File: src/design/pwr_pkg.sv
// Constants shared by the power-down controller and its data store.
// Assumes a single clock, clk_sys at 20 MHz, and an active-high asynchronous reset.
`default_nettype none
package pwr_pkg;
	// ----------------------------------------
	// Register map
	// ----------------------------------------
	localparam logic [11:0] power_control_register_addr = 12'h000;
	localparam logic [11:0] status_addr                 = 12'h004;
	localparam logic [11:0] general_ram_addr            = 12'h008;
	localparam logic [11:0] ram_window_base             = 12'h100;
	localparam logic [11:0] ram_window_mask             = 12'hf00;
	// ----------------------------------------
	// Field positions and reset values
	// ----------------------------------------
	localparam int unsigned idle_arm_pos   = 0;
	localparam int unsigned arm_pos        = 1;
	localparam int unsigned flag0_pos      = 2;
	localparam int unsigned flag1_pos      = 3;
	localparam int unsigned idle_start_pos = 5;
	localparam int unsigned start_pos      = 6;
	localparam int unsigned smod_pos       = 7;
	localparam logic [7:0]  power_control_register_reset     = 8'h00;
	localparam logic [7:0]  scratch_reset  = 8'h00;
	localparam logic [7:0]  power_control_register_keep_mask = 8'h8c;
	localparam int unsigned ram_depth      = 64;
	localparam int unsigned ram_aw         = 6;
	// ----------------------------------------
	// Operating states
	// ----------------------------------------
	typedef enum logic [1:0] {st_run, st_idle, st_down} pmode_e;
endpackage : pwr_pkg
`default_nettype wire

File: src/design/pwr_ram.sv
// Small internal data store, unaffected by reset.
// Assumes single-port use from the controller on clk_sys.
`default_nettype none
module pwr_ram (
	input  wire logic       clk_sys,     // System clock
	input  wire logic       we,          // Write strobe
	input  wire logic [5:0] addr,        // Word address
	input  wire logic [7:0] wdata,       // Write data
	output logic      [7:0] rdata        // Registered read data
);
	logic [7:0] mem [0:pwr_pkg::ram_depth-1];

	// Write and registered read; contents survive every reset
	always_ff @(posedge clk_sys) begin
		if (we) begin
			mem[addr] <= wdata;
		end
		rdata <= mem[addr];
	end
endmodule : pwr_ram
`default_nettype wire

File: src/design/pwr_ctrl.sv
// Power-down and idle entry controller with an APB register slave.
// Assumes APB master on clk_sys; the saving-enable pin and wake are asynchronous.
//
// The APB slave port and the address map were chosen for this implementation.
`default_nettype none
module pwr_ctrl (
	input  wire logic        clk_sys,           // System clock, 20 MHz
	input  wire logic        rst,               // Hardware reset, async, active high
	input  wire logic        psel,              // APB select
	input  wire logic        penable,           // APB access phase
	input  wire logic        pwrite,            // APB direction
	input  wire logic [11:0] paddr,             // APB byte address
	input  wire logic [31:0] pwdata,            // APB write data
	output logic      [31:0] prdata,            // APB read data
	output logic             pready,            // APB ready
	output logic             pslverr,           // APB error
	input  wire logic        power_saving_enable_pin_n, // Low enables saving modes
	input  wire logic        irq_wake,          // Interrupt request, ends idle only
	input  wire logic        ale_in,            // Address latch strobe from core
	input  wire logic        program_store_strobe_in, // Program strobe from core
	output logic             osc_enable,        // Oscillator runs while high
	output logic             core_clk_enable,   // Core clock gate
	output logic             ale_out,           // Address latch strobe to pin
	output logic             program_store_strobe_out, // Program strobe to pin
	output logic             powerdown_active,  // Device in power-down
	output logic             idle_active        // Device in idle
);
	// ----------------------------------------
	// Pin synchronisers
	// ----------------------------------------
	logic [1:0] pe_sync_r, pe_sync_nxt;
	logic [1:0] wk_sync_r, wk_sync_nxt;

	// Two-stage sync of the asynchronous pins; first stage feeds only the second
	always_comb begin
		pe_sync_nxt = {pe_sync_r[0], power_saving_enable_pin_n};
		wk_sync_nxt = {wk_sync_r[0], irq_wake};
	end

	always_ff @(posedge clk_sys or posedge rst) begin
		if (rst) begin
			pe_sync_r <= 2'h3;
			wk_sync_r <= 2'h0;
		end else begin
			pe_sync_r <= pe_sync_nxt;
			wk_sync_r <= wk_sync_nxt;
		end
	end

	logic saving_allowed;
	logic wake;
	assign saving_allowed = ~pe_sync_r[1];
	assign wake           = wk_sync_r[1];

	// ----------------------------------------
	// Bus decode
	// ----------------------------------------
	pwr_pkg::pmode_e mode_r, mode_nxt;
	logic [7:0] power_control_register_r, power_control_register_nxt;
	logic [7:0] scratch_r, scratch_nxt;
	logic       armed_r, armed_nxt;
	logic       iarmed_r, iarmed_nxt;
	logic [7:0] ram_rdata;

	function automatic logic hit(input logic [11:0] a, input logic [11:0] b);
		hit = (a == b);
	endfunction : hit

	logic access, wr, rd, is_power_control_register, is_stat, is_gen, is_ram, mapped;
	logic [7:0] wb;
	assign access  = psel && penable && (mode_r != pwr_pkg::st_down);
	assign wr      = access && pwrite;
	// Reads are fetched at the setup edge so data stands through the access cycle
	assign rd      = psel && !penable && !pwrite && (mode_r != pwr_pkg::st_down);
	assign is_power_control_register = hit(paddr, pwr_pkg::power_control_register_addr);
	assign is_stat = hit(paddr, pwr_pkg::status_addr);
	assign is_gen  = hit(paddr, pwr_pkg::general_ram_addr);
	assign is_ram  = (paddr & pwr_pkg::ram_window_mask) == pwr_pkg::ram_window_base;
	assign mapped  = is_power_control_register || is_stat || is_gen || is_ram;
	assign wb      = pwdata[7:0];

	// Ready in one access cycle while awake; in power-down the bus never answers
	assign pready  = access;
	assign pslverr = access && !mapped;

	// ----------------------------------------
	// Sequence and mode control
	// ----------------------------------------
	logic pd_start, idle_start, power_control_register_wr;
	assign power_control_register_wr = wr && is_power_control_register; // Whole-word write only

	// Start counts only after an arm-only write and never with arm set too
	always_comb begin
		pd_start   = power_control_register_wr && wb[pwr_pkg::start_pos] && !wb[pwr_pkg::arm_pos]
			&& armed_r && saving_allowed;
		idle_start = power_control_register_wr && wb[pwr_pkg::idle_start_pos] && !wb[pwr_pkg::idle_arm_pos]
			&& iarmed_r && saving_allowed;
	end

	// Arm flags follow each control register write; any other control register write cancels them
	always_comb begin
		armed_nxt  = armed_r;
		iarmed_nxt = iarmed_r;
		if (power_control_register_wr) begin
			armed_nxt  = wb[pwr_pkg::arm_pos] && !wb[pwr_pkg::start_pos];
			iarmed_nxt = wb[pwr_pkg::idle_arm_pos] && !wb[pwr_pkg::idle_start_pos];
		end
	end

	// Only flag and baud bits are stored; self-clearing bits read zero
	always_comb begin
		power_control_register_nxt    = power_control_register_r;
		scratch_nxt = scratch_r;
		if (power_control_register_wr) begin
			power_control_register_nxt = wb & pwr_pkg::power_control_register_keep_mask;
		end
		if (wr && is_gen) begin
			scratch_nxt = wb;
		end
	end

	// Power-down is left only by reset; idle also ends on a wake request
	always_comb begin
		mode_nxt = mode_r;
		unique case (mode_r)
			pwr_pkg::st_run: begin
				if (pd_start) begin
					mode_nxt = pwr_pkg::st_down;
				end else if (idle_start) begin
					mode_nxt = pwr_pkg::st_idle;
				end
			end
			pwr_pkg::st_idle: begin
				if (wake) begin
					mode_nxt = pwr_pkg::st_run;
				end
			end
			pwr_pkg::st_down: begin
				mode_nxt = pwr_pkg::st_down; // Wake ignored
			end
		endcase
	end

	// Reset returns mode, control, scratch and arm flags to their reset values
	always_ff @(posedge clk_sys or posedge rst) begin
		if (rst) begin
			mode_r    <= pwr_pkg::st_run;
			power_control_register_r    <= pwr_pkg::power_control_register_reset;
			scratch_r <= pwr_pkg::scratch_reset;
			armed_r   <= 1'b0;
			iarmed_r  <= 1'b0;
		end else begin
			mode_r    <= mode_nxt;
			power_control_register_r    <= power_control_register_nxt;
			scratch_r <= scratch_nxt;
			armed_r   <= armed_nxt;
			iarmed_r  <= iarmed_nxt;
		end
	end

	// ----------------------------------------
	// Data store and read path
	// ----------------------------------------
	// Store has no reset so its contents survive power-down exit
	pwr_ram u_ram (
		.clk_sys (clk_sys),
		.we      (wr && is_ram),
		.addr    (paddr[pwr_pkg::ram_aw+1:2]),
		.wdata   (wb),
		.rdata   (ram_rdata)
	);

	logic ram_rd_r, ram_rd_nxt;
	logic [31:0] rdata_r, rdata_nxt;

	// Every read is fetched in the setup phase, so data is ready in the access phase
	always_comb begin
		ram_rd_nxt = psel && !penable && is_ram;
		rdata_nxt  = rdata_r;
		if (rd) begin
			rdata_nxt = 32'h0000_0000;
			if (is_power_control_register) begin
				rdata_nxt = {24'h00_0000, power_control_register_r}; // Arm and start read zero
			end else if (is_stat) begin
				rdata_nxt = {28'h000_0000, saving_allowed, armed_r,
					mode_r == pwr_pkg::st_idle, mode_r == pwr_pkg::st_down};
			end else if (is_gen) begin
				rdata_nxt = {24'h00_0000, scratch_r};
			end
		end
	end

	always_ff @(posedge clk_sys or posedge rst) begin
		if (rst) begin
			ram_rd_r <= 1'b0;
			rdata_r  <= 32'h0000_0000;
		end else begin
			ram_rd_r <= ram_rd_nxt;
			rdata_r  <= rdata_nxt;
		end
	end

	assign prdata = ram_rd_r ? {24'h00_0000, ram_rdata} : rdata_r;

	// ----------------------------------------
	// Clock gating and pin strobes
	// ----------------------------------------
	// Reset re-enables the oscillator at once
	assign osc_enable       = (mode_r != pwr_pkg::st_down);
	assign core_clk_enable  = (mode_r == pwr_pkg::st_run);
	assign powerdown_active = (mode_r == pwr_pkg::st_down);
	assign idle_active      = (mode_r == pwr_pkg::st_idle);
	// Strobes low in power-down, high in idle
	assign ale_out = powerdown_active ? 1'b0 : (idle_active | ale_in);
	assign program_store_strobe_out = powerdown_active ? 1'b0
		: (idle_active | program_store_strobe_in);
endmodule : pwr_ctrl
`default_nettype wire

File: config.mk
export PLATFORM = sky130hd
export DESIGN_NAME = pwr_ctrl
export DESIGN_NICKNAME = d
export VERILOG_FILES = /design/src/design/pwr_pkg.sv /design/src/design/pwr_ram.sv /design/src/design/pwr_ctrl.sv
export SDC_FILE = /design/constraint.sdc
export NUM_CORES = 1
export LEC_CHECK = 0
export BUFFER_PORTS_ARGS = -buffer_cell sky130_fd_sc_hd__buf_2
export CAP_MARGIN = 10
export CORE_MARGIN = 1
export CORE_UTILIZATION = 28
export CTS_CLUSTER_DIAMETER = 60
export DETAILED_ROUTE_END_ITERATION = 12
export SLEW_MARGIN = 5
export SYNTH_ARGS = -nofsm -noshare
export SYNTH_HDL_FRONTEND = slang
export SYNTH_HIERARCHICAL = 1
export SYNTH_SLANG_ARGS = --single-unit
export TNS_END_PERCENT = 30
File: constraint.sdc
create_clock -name clk_sys -period 4.1 [get_ports clk_sys]
set_clock_uncertainty 0.15 [all_clocks]
set_input_delay 0.615 -clock clk_sys [delete_from_list [all_inputs] [get_ports clk_sys]]
set_output_delay 0.615 -clock clk_sys [all_outputs]
set_load 0.01 [all_outputs]
==> run metrics <==
Setup crit end kind register; Rel. slew slack about a quarter; # IOs just over 90; count leader, synth edfxtp_1; Post-route DRC 0; Area growth syn-to-layout 17.4%; vias in the first global route 12,691; post-CTS setup buffer count 0; CTS clock-pin slew for the worst setup and hold paths ~0.060 ns; Die Height ~280 um; fin nets about 1,500; crit path max fanout 8; Worst Tran Pin Value 1.11 ns; routed wire length 58,400 um; detailed placer's ending HPWL about 38,000 um; top cells by area, synth edfxtp_1 70%, mux4_2 4.2%, mux2i_1 3.0%; Syn Std Cell Area roughly 22,000 um^2; number of port buffers between 40 and 50; post-CTS sizing 0; top cells by instance count after synthesis 512 x edfxtp_1, 88 x nor2_1, 67 x mux2i_1; clock tree buffer depth 3; vias per cell around 5.1; maximum vdd drop 0.304 mV; effective utilization at floorplan ~28%; Mean Syn Cell Area approximately 17 um^2; Period minus WS final 3.53 ns; adder-cell share of the synthesized area less than 1%; CTS HTree Levels 2; Final Hold Vio Count 0; # setup viols final 0; proportion of layout cells with a drive suffix above 1 approximately 22%; mux cell area share after synthesis about 8.9%; First DRT Iteration DRCs roughly 1,400; GRT Overall Usage between 10 and 15%; complex-gate fraction of the synthesized area under 10%; initial antenna violation count 2; kind of critical path reg2reg; Routed Antenna Nets 0; multi-input logic area 5290 um^2; core region area roughly 78,000 um^2; Distinct cells, synth a little under 70; 1st-pass router iterations 5; Synth async-reset ratio 5.11%; Filler cells between 7,000 and 8,000; vias between 10,000 and 15,000; total gr overflow 0; FMAX 284 MHz; Worst setup SP type register; Arr. time, crit path 3.61 ns; synth warn 6; Slew Limit Fails 0; CTS Buf Count 56; cell taking the most area after synthesis edfxtp_1; Sequential cell area 16,200 um^2; RePlAce Congestion between 0.8 and 0.9; CTS tree built; Worst Hold Class in2reg; Final Cycle Share between 80 and 90%; root buffer cell clkbuf_16; final total power roughly 12 mW; XOR/XNOR share of the synthesized area 0%; clk_lat worst skew 0.60 ns; critical path data required time between 4 and 5 ns; sequential fraction of the synthesis area around 74%; Yosys top cell area share between 60% and 70%; WL/cell 22.8 um; largest net degree at the start of global routing 67; largest family of logic cells by synthesized area multiplexers; Setup TNS 0 ns; synthesized flop and latch total between 500 and 600; prevailing post-synth register cell edfxtp_1; total of max-cap violations 0; Static Leakage between 8 and 9 nW; die area 80,000 um^2; CTS sink cnt around 550; die width 283 um; RSZ-0062 raised after global routing no; FP Rows roughly 100; post-synthesis simple-gate area fraction under 10%; Post-Syn Instances roughly 1,300; Post-synth EDFFs 512; status completed; first-pass GRT wire length between 80,000 and 90,000 um; Pwr per Cell Area around 460 nW/um^2
## final cells by class
class                   count  area share [%]
diodes                      1         0.00966
clock buffers              75            5.88
clock inverters            27           0.942
inverters                  11           0.159
multi-input cells         682            20.4
flip-flops and latches    548            62.7
well taps                1040            5.02
repair buffers            175            4.89
## through the flow
| stage | cells | setup slack (ns) | utilization [%] | area [um^2] | hold slack (ns) |
|---|---|---|---|---|---|
| floorplan | 1349 | 1.24 | - | 22200 | 0.181 |
| global placement | 2452 | 0.313 | 31.0 | 24100 | 0.185 |
| detailed placement | 2452 | 0.288 | 31.0 | 24100 | 0.199 |
| CTS | 2556 | 0.632 | 33.3 | 25900 | 0.0475 |
| global route | 2558 | 0.441 | 33.3 | 25900 | 0.0695 |
| finish | 2559 | 0.575 | 33.3 | 25900 | 0.0745 |
## routing by layer
layer | global-route usage [%] | routed length, um
met5 | 0 | 8
met4 | 4.13 | 1370
met1 | 20.1 | 24400
met2 | 23.7 | 27900
met3 | 2.20 | 4740
## cells by family (layout without fill, tap and decap cells)
logic type	Yosys count	in the layout
flip-flops	548	548
AND/OR/NAND/NOR	279	279
AO/OA/AOI/OAI	236	236
multiplexers	140	140
buffers and inverters	119	288
adder cells (fa/ha/maj)	3	3
other	1	25
## flip-flops by register name, summed over array words and instances (netlist names), 2 cells and up
signal / flops
pe_sync_r: 2
scratch_r: 8
u_ram/rdata: 8
wk_sync_r: 2
u_ram/mem: 512
rdata_r: 8
power_control_register_r: 3
mode_r: 2
## critical path, cell delays in order, from the launching register on
cell and delay, ns:
dfrtp_1 0.35, inv_1 0.08, ha_1 0.33, nand4b_1 0.28
nor2_1 0.49, nor2b_1 0.32, nand2_1 0.40, nor2_1 0.75
## path summary, 6_finish.rpt
kind | depth (start not counted) | from | to | slack (ns)
worst max register to register | 7 | mode_r[0]$_DFFE_PP0P_ | u_ram/mem[11][5]$_DFFE_PP_ | 0.57
worst min-delay path | 2 | penable | ram_rd_r$_DFF_PP0_ | 0.07
min in group asynchronous | 3 | rst | mode_r[1]$_DFFE_PP0P_ | 0.36
max in group asynchronous | 4 | rst | power_control_register_r[7]$_DFFE_PP0N_ | 3.02
worst max-delay path | 7 | mode_r[0]$_DFFE_PP0P_ | u_ram/mem[11][5]$_DFFE_PP_ | 0.57
worst min register to register | 0 | wk_sync_r[0]$_DFF_PP0_ | wk_sync_r[1]$_DFF_PP0_ | 0.21
## what timing repair did
item                                    4_1_cts  5_1_grt
hold endpoints to repair                      2        3
hold buffers                                  2        1
endpoints found under the setup margin        0        0
## where the power goes
group          leakage [nW]  total, mW  switching (mW)  internal, mW
combinational          2.76      0.722           0.480         0.242
sequential             5.04       6.15          0.0128          6.14
clock                 0.870       4.93            2.07          2.85
## cells in the final DEF, fill, tap and decap left out, types with 12 or more instances in the layout
cell and count:
mux2i_1 67, nand2_1 59, nand3_1 14, a21oi_1 30, edfxtp_1 512, buf_2 41
o21ai_0 14, a221oi_1 23, nand2b_1 26, a22oi_1 41, mux4_2 41, nand3b_1 12
nor2_1 87, buf_4 127, a221o_1 12, clkbuf_16 57, dfrtp_1 26, a31oi_1 15
conb_1 24, o22ai_1 22, clkbuf_1 15, mux2_2 24
Note: power is estimated with default switching activity, not from simulation.
